## src/serial_sync_regs.svh

```systemverilog
// Purpose: register offsets, status bit positions and field layouts
// Assumes: word-indexed plain register port, 32-bit data
// Notes:   shared by the package and the status/irq logic
`ifndef SERIAL_SYNC_REGS_SVH
`define SERIAL_SYNC_REGS_SVH
`define ADDR_TX_SYNC_WORD   4'h0
`define ADDR_SERIAL_STATUS  4'h1
`define ADDR_IRQ_SET        4'h2
`define ADDR_IRQ_CLEAR      4'h3
`define ADDR_IRQ_MASK_VIEW  4'h4
`define SYNC_WORD_MSB       15
`define BIT_TX_HOLDING_FREE 0
`define BIT_TX_ALL_SENT     1
`define BIT_TX_DMA_DONE     2
`define BIT_TX_DMA_ZERO     3
`define BIT_RX_WORD_AVAIL   4
`define BIT_RX_WORD_LOST    5
`define BIT_RX_DMA_DONE     6
`define BIT_RX_DMA_ZERO     7
`define BIT_TX_SYNC_SEEN    10
`define BIT_RX_SYNC_SEEN    11
`define BIT_TRANSMITTER_ON  16
`define BIT_RECEIVER_ON     17
`define IRQ_BITS_MASK       32'h0000_0cff
`define FS_EDGE_RISING      1'h0
`define FS_EDGE_FALLING     1'h1
`define FS_LEN_W            4
`endif

```

## src/serial_sync_pkg.sv

```systemverilog
// Purpose: shared types of the serial status block
// Assumes: nothing beyond the register header
// Notes:   types only; numbers live in the header
`default_nettype none
`include "serial_sync_regs.svh"
package serial_sync_pkg;
  typedef logic [31:0] word_type;             // one register word
  typedef logic [3:0]  reg_addr_type;         // register index
  typedef logic [15:0] sync_word_type;        // sync word field
  typedef logic [`FS_LEN_W-1:0] fs_len_type;  // frame sync length field
  typedef enum logic [1:0] {                   // sync shifter states
    SHIFT_IDLE,
    SHIFT_WAIT_FS,
    SHIFT_RUN
  } shift_state_type;
endpackage : serial_sync_pkg
`default_nettype wire

```

## src/sync_shift_if.sv

```systemverilog
// Purpose: link between status block and sync word shifter
// Assumes: single clock domain
// Notes:   owner drives word and length, shifter drives bit out
`timescale 1ns/1ns
`default_nettype none
interface sync_shift_if;
  logic [15:0] word;     // sync word to shift
  logic [3:0]  length;   // frame sync length minus one
  logic        enable;   // frame sync data on
  logic        fs_start; // start of transmit frame sync
  logic        bit_out;  // bit on the data line
  logic        active;   // shifting in progress
  modport owner   (output word, length, enable, fs_start, input bit_out, active);
  modport shifter (input word, length, enable, fs_start, output bit_out, active);
endinterface : sync_shift_if
`default_nettype wire

```

## src/sync_word_shifter.sv

```systemverilog
// Purpose: shift sync word bits out during transmit frame sync
// Assumes: fs_start is a one-cycle pulse at frame sync start
// Notes:   lsb first, length field plus one bits
`timescale 1ns/1ns
`default_nettype none
`include "serial_sync_regs.svh"
module sync_word_shifter
  import serial_sync_pkg::*;
(
  input  wire logic sys_clk_i, // system clock
  input  wire logic rst_i,     // async reset, active high
  sync_shift_if.shifter link   // sync word link
);
  shift_state_type state_q;    // shifter state
  logic [15:0]     shreg_q;    // shifting copy of the word
  logic [3:0]      left_q;     // bits remaining minus one
  logic            out_q;      // registered line bit
  wire             go = link.fs_start && link.enable; // start condition

  assign link.bit_out = out_q;
  assign link.active  = (state_q != SHIFT_IDLE); // last bit still stands in wait state

  // load on frame sync start, then one bit per clock
  always_ff @(posedge sys_clk_i or posedge rst_i)
  begin
    if (rst_i)
    begin
      state_q <= SHIFT_IDLE;
      shreg_q <= 16'h0000;
      left_q  <= 4'h0;
      out_q   <= 1'b0;
    end
    else
    begin
      case (state_q)
        SHIFT_IDLE:
        begin
          if (go)
          begin
            out_q   <= link.word[0];
            shreg_q <= {1'b0, link.word[15:1]};
            left_q  <= link.length;
            state_q <= (link.length == 4'h0) ? SHIFT_WAIT_FS : SHIFT_RUN;
          end
        end
        SHIFT_RUN:
        begin
          out_q   <= shreg_q[0];
          shreg_q <= {1'b0, shreg_q[15:1]};
          left_q  <= left_q - 4'h1;
          if (left_q == 4'h1)
            state_q <= SHIFT_WAIT_FS;
        end
        SHIFT_WAIT_FS:
        begin
          out_q   <= 1'b0;
          state_q <= SHIFT_IDLE;
        end
        default: state_q <= SHIFT_IDLE;
      endcase
    end
  end
endmodule : sync_word_shifter
`default_nettype wire

```

## src/serial_sync_status_irq.sv

```systemverilog
// Purpose: status word, sync word and interrupt mask of serial controller
// Assumes: datapath and dma inputs on sys_clk_i; frame sync pin asynchronous
// Notes:   read data valid the cycle after the read strobe only
`timescale 1ns/1ns
`default_nettype none
`include "serial_sync_regs.svh"
module serial_sync_status_irq
  import serial_sync_pkg::*;
#(
  parameter int CNT_W = 16                        // dma counter width
)(
  input  wire logic                       sys_clk_i,        // 50 MHz clock
  input  wire logic                       rst_i,            // async reset
  input  wire serial_sync_pkg::reg_addr_type reg_addr_i,    // register index
  input  wire serial_sync_pkg::word_type  reg_wdata_i,      // write data
  input  wire logic                       reg_wr_i,         // write strobe
  input  wire logic                       reg_rd_i,         // read strobe
  output var  serial_sync_pkg::word_type  reg_rdata_o,      // read data
  input  wire logic                       thr_write_i,      // tx holding written
  input  wire logic                       thr_load_i,       // holding to shifter
  input  wire logic                       tx_shift_busy_i,  // shifter busy
  input  wire logic                       rhr_load_i,       // rx word loaded
  input  wire logic                       rhr_read_i,       // rx holding read
  input  wire logic [CNT_W-1:0]           tx_cnt_i,         // tx dma counter
  input  wire logic [CNT_W-1:0]           tx_next_cnt_i,    // tx dma next counter
  input  wire logic                       tx_cnt_wr_i,      // tx counter written
  input  wire logic [CNT_W-1:0]           rx_cnt_i,         // rx dma counter
  input  wire logic [CNT_W-1:0]           rx_next_cnt_i,    // rx dma next counter
  input  wire logic                       rx_cnt_wr_i,      // rx counter written
  input  wire logic                       tx_fs_pin_i,      // tx frame sync pin
  input  wire logic                       rx_sync_evt_i,    // rx sync pulse
  input  wire logic                       transmitter_on_i, // transmitter enabled
  input  wire logic                       receiver_on_i,    // receiver enabled
  input  wire logic                       frame_sync_data_on_i,     // send sync word
  input  wire logic                       frame_sync_edge_select_i, // 0 rise 1 fall
  input  wire serial_sync_pkg::fs_len_type frame_sync_length_i,     // length field
  output logic                            sync_bit_o,       // sync word bit
  output logic                            sync_active_o,    // sync word shifting
  output logic                            irq_o             // peripheral interrupt
);
  import serial_sync_pkg::*;

  // register state
  sync_word_type tx_sync_word_q;   // sync word bits
  word_type      irq_mask_q;       // enabled interrupts
  word_type      rdata_q;          // read data register
  logic          irq_q;            // interrupt output register
  logic          sync_bit_q;       // registered sync bit
  logic          sync_act_q;       // registered shifting flag
  // status flags
  logic          holding_full_q;   // tx holding occupied
  logic          tx_all_sent_q;    // last word gone
  logic          tx_dma_done_q;    // tx counter hit zero
  logic          rx_avail_q;       // rx holding occupied
  logic          rx_lost_q;        // overrun
  logic          rx_dma_done_q;    // rx counter hit zero
  logic          tx_sync_q;        // tx sync seen
  logic          rx_sync_q;        // rx sync seen
  logic          tx_cnt_zero_q;    // last tx counter zero state
  logic          rx_cnt_zero_q;    // last rx counter zero state
  // frame sync pin synchroniser
  logic [2:0]    fs_sync_q;        // three stage chain
  logic          fs_level_q;       // accepted pin level

  // bus decode
  wire wr_sync  = reg_wr_i && (reg_addr_i == `ADDR_TX_SYNC_WORD);
  wire wr_set   = reg_wr_i && (reg_addr_i == `ADDR_IRQ_SET);
  wire wr_clr   = reg_wr_i && (reg_addr_i == `ADDR_IRQ_CLEAR);
  wire rd_stat  = reg_rd_i && (reg_addr_i == `ADDR_SERIAL_STATUS);

  // level flags and zero-reaching edges derived from counters
  wire tx_both_zero = (tx_cnt_i == '0) && (tx_next_cnt_i == '0);
  wire rx_both_zero = (rx_cnt_i == '0) && (rx_next_cnt_i == '0);
  wire tx_cnt_zero  = (tx_cnt_i == '0);
  wire rx_cnt_zero  = (rx_cnt_i == '0);
  wire tx_reach     = tx_cnt_zero && !tx_cnt_zero_q;
  wire rx_reach     = rx_cnt_zero && !rx_cnt_zero_q;

  // frame sync edge, pin change accepted when stages two and three agree
  wire fs_agree  = (fs_sync_q[1] == fs_sync_q[2]);
  wire fs_new    = fs_agree ? fs_sync_q[2] : fs_level_q;
  wire fs_rise   = fs_new && !fs_level_q;
  wire fs_fall   = !fs_new && fs_level_q;
  wire tx_fs_evt = (frame_sync_edge_select_i == `FS_EDGE_FALLING) ? fs_fall : fs_rise;

  wire rx_overrun = rhr_load_i && rx_avail_q && !rhr_read_i;

  // assembled status word
  word_type status_w;
  always_comb
  begin
    status_w = '0;
    status_w[`BIT_TX_HOLDING_FREE] = !holding_full_q;
    status_w[`BIT_TX_ALL_SENT]     = tx_all_sent_q;
    status_w[`BIT_TX_DMA_DONE]     = tx_dma_done_q;
    status_w[`BIT_TX_DMA_ZERO]     = tx_both_zero;
    status_w[`BIT_RX_WORD_AVAIL]   = rx_avail_q;
    status_w[`BIT_RX_WORD_LOST]    = rx_lost_q;
    status_w[`BIT_RX_DMA_DONE]     = rx_dma_done_q;
    status_w[`BIT_RX_DMA_ZERO]     = rx_both_zero;
    status_w[`BIT_TX_SYNC_SEEN]    = tx_sync_q;
    status_w[`BIT_RX_SYNC_SEEN]    = rx_sync_q;
    status_w[`BIT_TRANSMITTER_ON]  = transmitter_on_i;
    status_w[`BIT_RECEIVER_ON]     = receiver_on_i;
  end

  // read multiplexer; unmapped indices read zero
  word_type rd_mux;
  always_comb
  begin
    case (reg_addr_i)
      `ADDR_TX_SYNC_WORD:  rd_mux = {16'h0000, tx_sync_word_q};
      `ADDR_SERIAL_STATUS: rd_mux = status_w;
      `ADDR_IRQ_MASK_VIEW: rd_mux = irq_mask_q;
      default:             rd_mux = '0;
    endcase
  end

  // next mask and next interrupt
  wire word_type mask_d = (irq_mask_q | (wr_set ? reg_wdata_i : '0))
                          & ~(wr_clr ? reg_wdata_i : '0)
                          & `IRQ_BITS_MASK;
  wire irq_d = |(status_w & irq_mask_q);

  // sync word shifter link
  sync_shift_if shift_link();
  assign shift_link.word     = tx_sync_word_q;
  assign shift_link.length   = frame_sync_length_i;
  assign shift_link.enable   = frame_sync_data_on_i;
  assign shift_link.fs_start = tx_fs_evt;

  sync_word_shifter u_shifter (
    .sys_clk_i (sys_clk_i),
    .rst_i     (rst_i),
    .link      (shift_link)
  );

  // register writes, read data, outputs
  always_ff @(posedge sys_clk_i or posedge rst_i)
  begin
    if (rst_i)
    begin
      tx_sync_word_q <= 16'h0000;
      irq_mask_q     <= 32'h0000_0000;
      rdata_q        <= 32'h0000_0000;
      irq_q          <= 1'b0;
      sync_bit_q     <= 1'b0;
      sync_act_q     <= 1'b0;
    end
    else
    begin
      if (wr_sync)
        tx_sync_word_q <= reg_wdata_i[`SYNC_WORD_MSB:0];
      irq_mask_q <= mask_d;
      rdata_q    <= reg_rd_i ? rd_mux : 32'h0000_0000;
      irq_q      <= irq_d;
      sync_bit_q <= shift_link.bit_out;
      sync_act_q <= shift_link.active;
    end
  end

  // transmit side flags
  always_ff @(posedge sys_clk_i or posedge rst_i)
  begin
    if (rst_i)
    begin
      holding_full_q <= 1'b0;
      tx_all_sent_q  <= 1'b1;
      tx_dma_done_q  <= 1'b0;
      tx_cnt_zero_q  <= 1'b1;
    end
    else
    begin
      tx_cnt_zero_q <= tx_cnt_zero;
      if (thr_write_i)
        holding_full_q <= 1'b1;
      else if (thr_load_i)
        holding_full_q <= 1'b0;
      tx_all_sent_q <= !thr_write_i && !holding_full_q && !tx_shift_busy_i
                       && !thr_load_i;
      if (tx_reach)
        tx_dma_done_q <= 1'b1;
      else if (tx_cnt_wr_i)
        tx_dma_done_q <= 1'b0;
    end
  end

  // receive side and sticky sync flags
  always_ff @(posedge sys_clk_i or posedge rst_i)
  begin
    if (rst_i)
    begin
      rx_avail_q    <= 1'b0;
      rx_lost_q     <= 1'b0;
      rx_dma_done_q <= 1'b0;
      rx_cnt_zero_q <= 1'b1;
      tx_sync_q     <= 1'b0;
      rx_sync_q     <= 1'b0;
    end
    else
    begin
      rx_cnt_zero_q <= rx_cnt_zero;
      if (rhr_load_i)
        rx_avail_q <= 1'b1;
      else if (rhr_read_i)
        rx_avail_q <= 1'b0;
      if (rx_overrun)
        rx_lost_q <= 1'b1;
      else if (rd_stat)
        rx_lost_q <= 1'b0;
      if (rx_reach)
        rx_dma_done_q <= 1'b1;
      else if (rx_cnt_wr_i)
        rx_dma_done_q <= 1'b0;
      if (tx_fs_evt)
        tx_sync_q <= 1'b1;
      else if (rd_stat)
        tx_sync_q <= 1'b0;
      if (rx_sync_evt_i)
        rx_sync_q <= 1'b1;
      else if (rd_stat)
        rx_sync_q <= 1'b0;
    end
  end

  // frame sync pin synchroniser
  always_ff @(posedge sys_clk_i or posedge rst_i)
  begin
    if (rst_i)
    begin
      fs_sync_q  <= 3'h0;
      fs_level_q <= 1'b0;
    end
    else
    begin
      fs_sync_q  <= {fs_sync_q[1:0], tx_fs_pin_i};
      fs_level_q <= fs_new;
    end
  end

  assign reg_rdata_o   = rdata_q;
  assign irq_o         = irq_q;
  assign sync_bit_o    = sync_bit_q;
  assign sync_active_o = sync_act_q;

  // checks: every flag but tx_all_sent_q against its setting and clearing events
  // registered flags are looked at one cycle after their cause
  chk_set_enables: assert property (@(posedge sys_clk_i) disable iff (rst_i)
    wr_set && reg_wdata_i[`BIT_RX_WORD_AVAIL] |=> irq_mask_q[`BIT_RX_WORD_AVAIL])
    else $error("set write did not enable mask bit");
  chk_clr_disables: assert property (@(posedge sys_clk_i) disable iff (rst_i)
    wr_clr && !wr_set && reg_wdata_i[`BIT_TX_HOLDING_FREE]
      |=> !irq_mask_q[`BIT_TX_HOLDING_FREE])
    else $error("clear write did not disable mask bit");
  chk_mask_readback: assert property (@(posedge sys_clk_i) disable iff (rst_i)
    reg_rd_i && reg_addr_i == `ADDR_IRQ_MASK_VIEW |=> reg_rdata_o == $past(irq_mask_q))
    else $error("mask view read mismatch");

  // interrupt output against flags and mask, sync and overrun flags, tx done clear, status read
  chk_irq_raise: assert property (@(posedge sys_clk_i) disable iff (rst_i)
    rx_sync_q && irq_mask_q[`BIT_RX_SYNC_SEEN] |=> irq_o)
    else $error("interrupt missing for enabled flag");
  chk_irq_quiet: assert property (@(posedge sys_clk_i) disable iff (rst_i)
    irq_mask_q == '0 |=> !irq_o)
    else $error("interrupt raised with all masked");
  chk_sync_read_clear: assert property (@(posedge sys_clk_i) disable iff (rst_i)
    rd_stat && !tx_fs_evt |=> !tx_sync_q)
    else $error("tx sync flag survived status read");
  chk_event_wins: assert property (@(posedge sys_clk_i) disable iff (rst_i)
    rx_sync_evt_i |=> rx_sync_q[*2] or (rx_sync_q ##1 $past(rd_stat)))
    else $error("rx sync flag lost");
  chk_overrun_set: assert property (@(posedge sys_clk_i) disable iff (rst_i)
    rx_overrun |=> rx_lost_q)
    else $error("overrun not flagged");
  chk_tx_done_clr: assert property (@(posedge sys_clk_i) disable iff (rst_i)
    tx_cnt_wr_i && !tx_reach |=> !tx_dma_done_q)
    else $error("tx done not cleared by counter write");
  chk_status_rdata: assert property (@(posedge sys_clk_i) disable iff (rst_i)
    rd_stat ##1 transmitter_on_i && $past(transmitter_on_i)
      |-> reg_rdata_o[`BIT_TRANSMITTER_ON])
    else $error("transmitter on not reported");

  // transmit holding, shifter and counter flags
  chk_holding_taken: assert property (@(posedge sys_clk_i) disable iff (rst_i)
    thr_write_i |=> !status_w[`BIT_TX_HOLDING_FREE])
    else $error("holding free after write");
  chk_holding_freed: assert property (@(posedge sys_clk_i) disable iff (rst_i)
    thr_load_i && !thr_write_i |=> status_w[`BIT_TX_HOLDING_FREE])
    else $error("holding not free after load");
  chk_busy_not_sent: assert property (@(posedge sys_clk_i) disable iff (rst_i)
    tx_shift_busy_i |=> !tx_all_sent_q)
    else $error("all sent while shifter busy");
  chk_tx_done_set: assert property (@(posedge sys_clk_i) disable iff (rst_i)
    $rose(tx_cnt_i == '0) |=> tx_dma_done_q)
    else $error("tx done not set at zero");
  chk_tx_zero_rd: assert property (@(posedge sys_clk_i) disable iff (rst_i)
    rd_stat && (tx_cnt_i != '0 || tx_next_cnt_i != '0) |=> !reg_rdata_o[`BIT_TX_DMA_ZERO])
    else $error("tx both zero with count left");

  // receive holding and counter flags
  chk_rx_avail_set: assert property (@(posedge sys_clk_i) disable iff (rst_i)
    rhr_load_i |=> rx_avail_q)
    else $error("rx word not flagged");
  chk_rx_avail_clr: assert property (@(posedge sys_clk_i) disable iff (rst_i)
    rhr_read_i && !rhr_load_i |=> !rx_avail_q)
    else $error("rx word flag kept after read");
  chk_lost_needs_word: assert property (@(posedge sys_clk_i) disable iff (rst_i)
    rhr_load_i && !rx_avail_q && !rx_lost_q |=> !rx_lost_q)
    else $error("overrun without unread word");
  chk_rx_done_set: assert property (@(posedge sys_clk_i) disable iff (rst_i)
    $rose(rx_cnt_i == '0) |=> rx_dma_done_q)
    else $error("rx done not set at zero");
  chk_rx_done_clr: assert property (@(posedge sys_clk_i) disable iff (rst_i)
    rx_cnt_wr_i && !$rose(rx_cnt_i == '0) |=> !rx_dma_done_q)
    else $error("rx done not cleared by write");
  chk_rx_zero_rd: assert property (@(posedge sys_clk_i) disable iff (rst_i)
    rd_stat && (rx_cnt_i != '0 || rx_next_cnt_i != '0) |=> !reg_rdata_o[`BIT_RX_DMA_ZERO])
    else $error("rx both zero with count left");

  // sticky flags and frame sync edge
  chk_tx_sync_set: assert property (@(posedge sys_clk_i) disable iff (rst_i)
    tx_fs_evt |=> tx_sync_q)
    else $error("tx sync not flagged");
  chk_rx_sync_set: assert property (@(posedge sys_clk_i) disable iff (rst_i)
    rx_sync_evt_i |=> rx_sync_q)
    else $error("rx sync not flagged");
  chk_rx_sync_clr: assert property (@(posedge sys_clk_i) disable iff (rst_i)
    rd_stat && !rx_sync_evt_i |=> !rx_sync_q)
    else $error("rx sync survived status read");
  chk_overrun_clr: assert property (@(posedge sys_clk_i) disable iff (rst_i)
    rd_stat && !rx_overrun |=> !rx_lost_q)
    else $error("overrun survived status read");
  chk_edge_ignored: assert property (@(posedge sys_clk_i) disable iff (rst_i)
    frame_sync_edge_select_i == `FS_EDGE_RISING && fs_fall && !rd_stat && !tx_sync_q
      |=> !tx_sync_q)
    else $error("tx sync set on unselected edge");

  // read data and sync word shifting
  chk_receiver_rdata: assert property (@(posedge sys_clk_i) disable iff (rst_i)
    rd_stat ##1 receiver_on_i && $past(receiver_on_i) |-> reg_rdata_o[`BIT_RECEIVER_ON])
    else $error("receiver on not reported");
  chk_sync_word_high: assert property (@(posedge sys_clk_i) disable iff (rst_i)
    reg_rd_i && reg_addr_i == `ADDR_TX_SYNC_WORD |=> reg_rdata_o[31:16] == 16'h0000)
    else $error("sync word upper half not zero");
  chk_shift_off: assert property (@(posedge sys_clk_i) disable iff (rst_i)
    tx_fs_evt && !frame_sync_data_on_i && !shift_link.active |=> !shift_link.active)
    else $error("sync word shifted while disabled");
  chk_sync_bits_len: assert property (@(posedge sys_clk_i) disable iff (rst_i)
    tx_fs_evt && frame_sync_data_on_i && frame_sync_length_i == 4'h3 && !shift_link.active
      |=> ##1 sync_act_q[*4] ##1 !sync_act_q)
    else $error("sync word bit count wrong");
endmodule : serial_sync_status_irq
`default_nettype wire

```

## config.mk

```make
export PLATFORM = sky130hd
export DESIGN_NAME = serial_sync_status_irq
export DESIGN_NICKNAME = d
export VERILOG_FILES = /design/src/serial_sync_pkg.sv /design/src/sync_shift_if.sv /design/src/sync_word_shifter.sv /design/src/serial_sync_status_irq.sv
export VERILOG_INCLUDE_DIRS = /design/src
export SDC_FILE = /design/constraint.sdc
export NUM_CORES = 1
export LEC_CHECK = 0
export ABC_AREA = 1
export BUFFER_PORTS_ARGS = -buffer_cell sky130_fd_sc_hd__buf_2
export CAP_MARGIN = 20
export CORE_ASPECT_RATIO = 1.75
export CORE_MARGIN = 8
export CORE_UTILIZATION = 49
export CTS_CLUSTER_DIAMETER = 150
export CTS_CLUSTER_SIZE = 12
export DETAILED_ROUTE_END_ITERATION = 12
export PLACE_DENSITY_LB_ADDON = 0.12
export SYNTH_ARGS = -nofsm -noshare
export SYNTH_HDL_FRONTEND = slang
export SYNTH_HIERARCHICAL = 1
export SYNTH_SLANG_ARGS = --single-unit
```

## constraint.sdc

```tcl
create_clock -name sys_clk_i -period 2.45 [get_ports sys_clk_i]
set_clock_uncertainty 0.2 [all_clocks]
set_input_delay 0.49 -clock sys_clk_i [delete_from_list [all_inputs] [get_ports sys_clk_i]]
set_output_delay 0.49 -clock sys_clk_i [all_outputs]
set_load 0.005 [all_outputs]
```

==> results of run 1 <==
==> flip-flops by register name (all words and copies together) (netlist names), 2 cells and up <==
register / flops
fs_sync_q: 3
irq_mask_q: 10
reg_rdata_o: 18
shift_link.word: 16
u_shifter/left_q: 4
u_shifter/shreg_q: 15
u_shifter/state_q: 2
==> cells in the mapped netlist, drive strengths merged (2+ instances only) <==
library cell	count
o21ai	72
nand3	11
nand3b	2
inv	72
clkbuf	2
nor3	4
dfstp	3
dfrtp	80
nand2	129
buf	24
ha	4
nor2	70
o22ai	2
a21oi	10
o211ai	6
==> cells by family (layout without fill, tap and decap cells) <==
kind of cell	after synthesis	count (layout)	share of synthesized area
xor gates and xnor gates	1	1	0.002184
adders and majority gates	4	4	0.01248
and+or+nand+nor	219	219	0.2212
AOI/OAI and AO/OA	95	95	0.1285
DFF	83	83	0.5187
buffers and inverters	98	217	0.1160
other	1	14	0.0009348
==> layout make-up <==
class / instances / area, um^2
clock buffers: 10 / 229.0
clock inverters: 6 / 80.08
fillers: 718 / 2993
inverters: 72 / 270.3
multi-input cells: 333 / 1514
flip-flops and latches: 83 / 2081
well taps: 90 / 112.6
repair buffers: 129 / 683.2
==> power by group through the flow <==
stage / Combinational (uW) / Clock, uW / Sequential [uW]
2_1_floorplan: 864 / 0 / 1800
3_3_place_gp: 1100 / 0 / 1830
3_5_place_dp: 1150 / 0 / 1840
4_1_cts: 1160 / 1420 / 1820
5_1_grt: 1320 / 1470 / 1850
6_report: 1140 / 1400 / 1820
==> per-layer routing <==
layer / vias up / global-route usage
li1: 1786 / -
met1: 1608 / 0.1660
met2: 142 / 0.3272
met3: 19 / 0.04860
met4: 0 / 0.08973
met5: - / 0
==> path summary, 6_finish.rpt <==
| check | cells after the start | startpoint | end | slack (ns) |
|---|---|---|---|---|
| min | 1 | tx_fs_pin_i | fs_sync_q[0] | 0.07 |
| max | 7 | u_shifter/state_q[0] | u_shifter/shreg_q[14] | 0.42 |
| min reg2reg | 0 | fs_sync_q[0] | fs_sync_q[1] | 0.15 |
| max reg2reg | 7 | u_shifter/state_q[0] | u_shifter/shreg_q[14] | 0.42 |
| min in group asynchronous | 3 | rst_i | fs_level_q | 0.39 |
| max in group asynchronous | 4 | rst_i | rx_cnt_zero_q | 1.10 |
==> per-stage QoR <==
step,cell area [um^2],setup WS (ns),power (uW)
global placement,4651,0.3841,2929
floorplan,4060,0.2519,2663
global route,4970,0.3070,4648
finish,4970,0.4202,4359
CTS,4970,0.4105,4405
detailed placement,4651,0.3329,2996
==> placed cells by master (no fill, tap or decap), drive strengths merged, types with 2 or more instances in the layout <==
cell / synthesis / final
o211ai: 6 / 6
nor2: 70 / 70
dfstp: 3 / 3
o21ai: 72 / 72
nand3: 11 / 11
clkbuf: 2 / 10
a21oi: 10 / 10
inv: 72 / 72
ha: 4 / 4
bufinv: 0 / 2
nand2: 129 / 129
nand3b: 2 / 2
dfrtp: 80 / 80
buf: 24 / 128
o22ai: 2 / 2
clkinv: 0 / 4
conb: 1 / 14
nor3: 4 / 4
==> results.yml, run 1 <==
layout:
  syn_to_final_growth_pct: 23.89
  nets: 753
  layout-drive-gt1-share: 0.2528
  layout.cells.non_filler: 723
  antennaDiodeCount: 0
  fin_util: 0.6241
synthesis:
  synth-edff-count: 0
  synth_seq_cells: 83
  synth-warning-count: 6
  ys.flop_type: "dfrtp_1"
  synth_top_area_share: 0.4991
  synth_area_um2: 4011
  synthArstFlopShare: 1.000
  ys_seq_area_frac: 0.5187
  synth_cell_type_count: 37
  synthCells: 501
  yosys.area.top_type: "dfrtp_1"
  synthTopCellsByArea: "dfrtp_1 (50%), nand2_1 (12%), inv_1 (6.5%)"
  synth.avg_cell_area_um2: 8.007
clock_network:
  path_clk_slew_ns: 0.06
  cts-buffers-inserted: 9
  clock_sinks: 83
  clock_latency_ns: 0.33
  cts_hold_buffers: 1
  post_cts_buffers: 0
  clk_path_buf_depth: 2
  htree_levels: 3
  root_buffer: "clkbuf_16"
  cts_resized: 0
  cts_tree: "built"
pwr:
  p_leak_uw: 0.002720
  p_int_uw: 2981
  powerDensity_nw_per_um2: 877.2
  pwr-share-comb: 0.263
  switching_power_uw: 1378
  pwr-share-seq: 0.417
  switching_share: 0.3161
  clkPwrFrac: 0.320
  vdd_drop_max_v: 0.0004142
route:
  via_per_inst: 4.917
  top_layer_used: "met4"
  routedWlPerCell_um: 13.43
  drt-total-wl_um: 9712
  drt_first_pass_iters: 4
  wl_met3_um: 567
  route.met2.wl_um: 5142
  drc: 0
  first_iter_violations: 132
  wl_met1_um: 3742
  ant_nets: 0
  vias: 3555
floorplanning:
  start_util: 0.5038
  die_area_um2: 11450
  die_y_um: 135.7
  pin_count: 156
  num_rows: 43
  core-area_um2: 7963
  die_w_um: 84.40
global_routing:
  grt_pass1_wl_um: 15990
  grt_overflow_total: 0
  grtUsageTotal: 0.1737
  antenna_found_initial: 0
  grt_max_degree: 58
  grt_pass1_vias: 3810
sta:
  whs_ns: 0.06831
  final-setup-viol-count: 0
  worst_pin_slew_ns: 0.4989
  max_freq_mhz: 492.7
  grt_setup_unrepaired: "false"
  slew_headroom: 0.6669
  period_needed_ns: 2.030
  period_share: 0.8285
  drv_slew: 0
  finalHoldViolations: 0
  fin_setup_tns_ns: 0
setup_path:
  start_kind: "flip-flop"
  cp.buffers_inverters: 3
  criticalPathCategory: "flip-flop to flip-flop"
  worstPathRequired_ns: 2.50
  path_max_fanout: 35
  crit_family: "buffers and inverters"
  cpMaxStageDelayCell: "dfrtp_1"
  slowest_delay_ns: 0.38
  path_cells: "inv_1 > ha_1 > inv_2 > o21ai_2 > buf_12 > nand3_1 > o21ai_0"
  cp.arrival_ns: 2.08
  end_kind: "flip-flop"
placement:
  portBuffers: 125
  hpwlAfterDp_um: 7660
  place_inst: 706
  globalplace.congestion: 0.7587
job:
  maxCapViolCount: 0
hold_path:
  worstHoldPathType: "primary input to flip-flop"
outcome:
  run_status: "completed"
Power figures use the tool's default switching activity.
==> run 2: changes to the inputs <==
- CORE_UTILIZATION: 49 -> 44
- clock period: 2.45 -> 1.85 ns (I/O delays scaled with it)
==> run 2 against run 1 <==
The run now ends with negative setup slack left. Cell count up 7.6%. Global-route usage up 0.51 points. Flip-flop and latch count unchanged. Sequential share of layout area down 3.3 points. Register-to-register slack worse by 0.44 ns. Core utilization down 2.3 points. Non-clock buffer count up 26. Combinational power up 68%. Cell area up 8.6%. Worst setup slack worse by 0.44 ns. Sequential power up 33%. Critical path type unchanged. Critical endpoint unchanged. Largest power group unchanged. Highest routed layer unchanged.
==> results.yml, run 2 (synthesis gave the netlist of run 1 again) <==
floorplanning:
  die_y_um: 142.3
  start_util: 0.4468
  core-area_um2: 8979
  die_w_um: 88.18
  num_rows: 46
  pin_count: 156
  die_area_um2: 12550
clock_network:
  path_clk_slew_ns: 0.06
  clock_sinks: 83
  clk_path_buf_depth: 2
  root_buffer: "clkbuf_16"
  clock_latency_ns: 0.34
  cts-buffers-inserted: 9
  cts_tree: "built"
  htree_levels: 3
outcome:
  violations: "negative setup slack"
  run_status: "finished, violations left"
setup_path:
  cp.buffers_inverters: 4
  crit_family: "buffers and inverters"
  r2r_start: "fs_level_q"
  path_max_fanout: 8
  rr_worst_depth: 10
  reg2reg_slack_ns: -0.02
  criticalPathCategory: "flip-flop to flip-flop"
  cp.arrival_ns: 1.93
  start_kind: "flip-flop"
  r2r-end: "u_shifter/shreg_q[14]"
  cpMaxStageDelayCell: "dfrtp_1"
  path_cells: "a21oi_2 > buf_4 > a31oi_4 > inv_2 > nand3_4 > o21ai_4 > buf_6 > buf_12 > nand3_2 > o21ai_1"
  worstPathRequired_ns: 1.91
  slowest_delay_ns: 0.43
  end_kind: "flip-flop"
placement:
  portBuffers: 125
  place_inst: 749
  globalplace.congestion: 0.7760
  hpwlAfterDp_um: 8250
  place_ws_ns: -0.1076
sta:
  drv_slew: 0
  finalHoldViolations: 0
  grt_setup_unrepaired: "true"
  final-setup-viol-count: 4
  worst_pin_slew_ns: 0.5426
  setup_ws_ns: -0.01942
  slew_headroom: 0.6375
  period_share: 1.010
  fin_setup_tns_ns: -0.05396
  whs_ns: 0.01350
  max_freq_mhz: 534.9
  period_needed_ns: 1.869
layout:
  largest_reg_flops: 18
  syn_to_final_growth_pct: 34.59
  layout.cells.non_filler: 778
  antennaDiodeCount: 0
  layout-drive-gt1-share: 0.3100
  most-common-layout-cells: "buf_2 (125), nand2_1 (118), dfrtp_1 (80), inv_1 (67), nor2_1 (66)"
  mostFrequentLayoutCell: "buf_2"
  nets: 779
route:
  via_per_inst: 4.733
  drc: 0
  wl_met3_um: 661
  ant_nets: 0
  top_layer_used: "met4"
  route.met2.wl_um: 6002
  routedWlPerCell_um: 13.64
  drt-total-wl_um: 10610
  first_iter_violations: 150
  drt_first_pass_iters: 4
  vias: 3682
  wl_met1_um: 3779
hold_path:
  whs_path_depth: 2
  hp-start: "rhr_read_i"
  hold_end: "rx_lost_q"
  worstHoldPathType: "primary input to flip-flop"
pwr:
  power_uw: 6383
  vdd_drop_max_v: 0.0005939
  powerDensity_nw_per_um2: 1182
  p_leak_uw: 0.002872
global_routing:
  grt_overflow_total: 0
  grtUsageTotal: 0.1787
  antenna_found_initial: 0
  grt_max_degree: 33
  grt_pass1_wl_um: 17470
  grt_pass1_vias: 3912
job:
  maxCapViolCount: 0
run 2: routing by layer:
| metal | vias up | global-route usage |
|---|---|---|
| li1 | 1847 | - |
| met1 | 1685 | 0.1705 |
| met2 | 136 | 0.3377 |
| met3 | 14 | 0.05495 |
| met4 | 0 | 0.06637 |
| met5 | - | 0 |
run 2: timing repair:
item | CTS | global route
setup endpoints to repair | 19 | 22
setup buffers | 8 | 3
gates cloned | 2 | 0
gates resized for setup | 23 | 19
pin swaps | 4 | 3
hold buffers | 5 | 0
endpoints found under the hold margin | 42 | 0
run 2: worst max path at each step:
stage               depth (start not counted)                     to                     start
global placement                           10  u_shifter/shreg_q[14]  frame_sync_edge_select_i
finish                                     10  u_shifter/shreg_q[14]                fs_level_q
floorplan                                   8    u_shifter/left_q[0]                fs_level_q
global route                               10   u_shifter/shreg_q[1]                fs_level_q
CTS                                        11  u_shifter/shreg_q[10]                fs_level_q
detailed placement                         10  u_shifter/shreg_q[14]  frame_sync_edge_select_i
run 2: stage by stage:
step / cell area (um^2) / utilization
final: 5399 / 0.6013
after global routing: 5399 / 0.6013
after CTS: 5363 / 0.5973
after detailed placement: 4802 / 0.5348
after global placement: 4802 / 0.5348
after floorplan: 4064 / -
run 2: layout make-up:
class	count	area (um^2)
Timing Repair Buffer	155	928.4
Inverter	72	274.0
Multi-Input combinational cell	333	1627
Clock buffer	9	225.2
Fill cell	818	3580
Tap cell	120	150.1
Sequential cell	83	2081
Clock inverter	6	113.9
run 2: power by group:
| group | internal [uW] | leakage (uW) | switching [uW] |
|---|---|---|---|
| Combinational | 802 | 0.00168 | 1120 |
| Clock | 1320 | 0.000158 | 727 |
| Sequential | 2200 | 0.00104 | 217 |
run 2: worst reg2reg max path, stage by stage (launching register included):
cell	delay (ns)
dfrtp_1	0.43
a21oi_2	0.23
buf_4	0.16
a31oi_4	0.08
inv_2	0.09
nand3_4	0.11
o21ai_4	0.11
buf_6	0.14
buf_12	0.13
nand3_2	0.06
o21ai_1	0.07
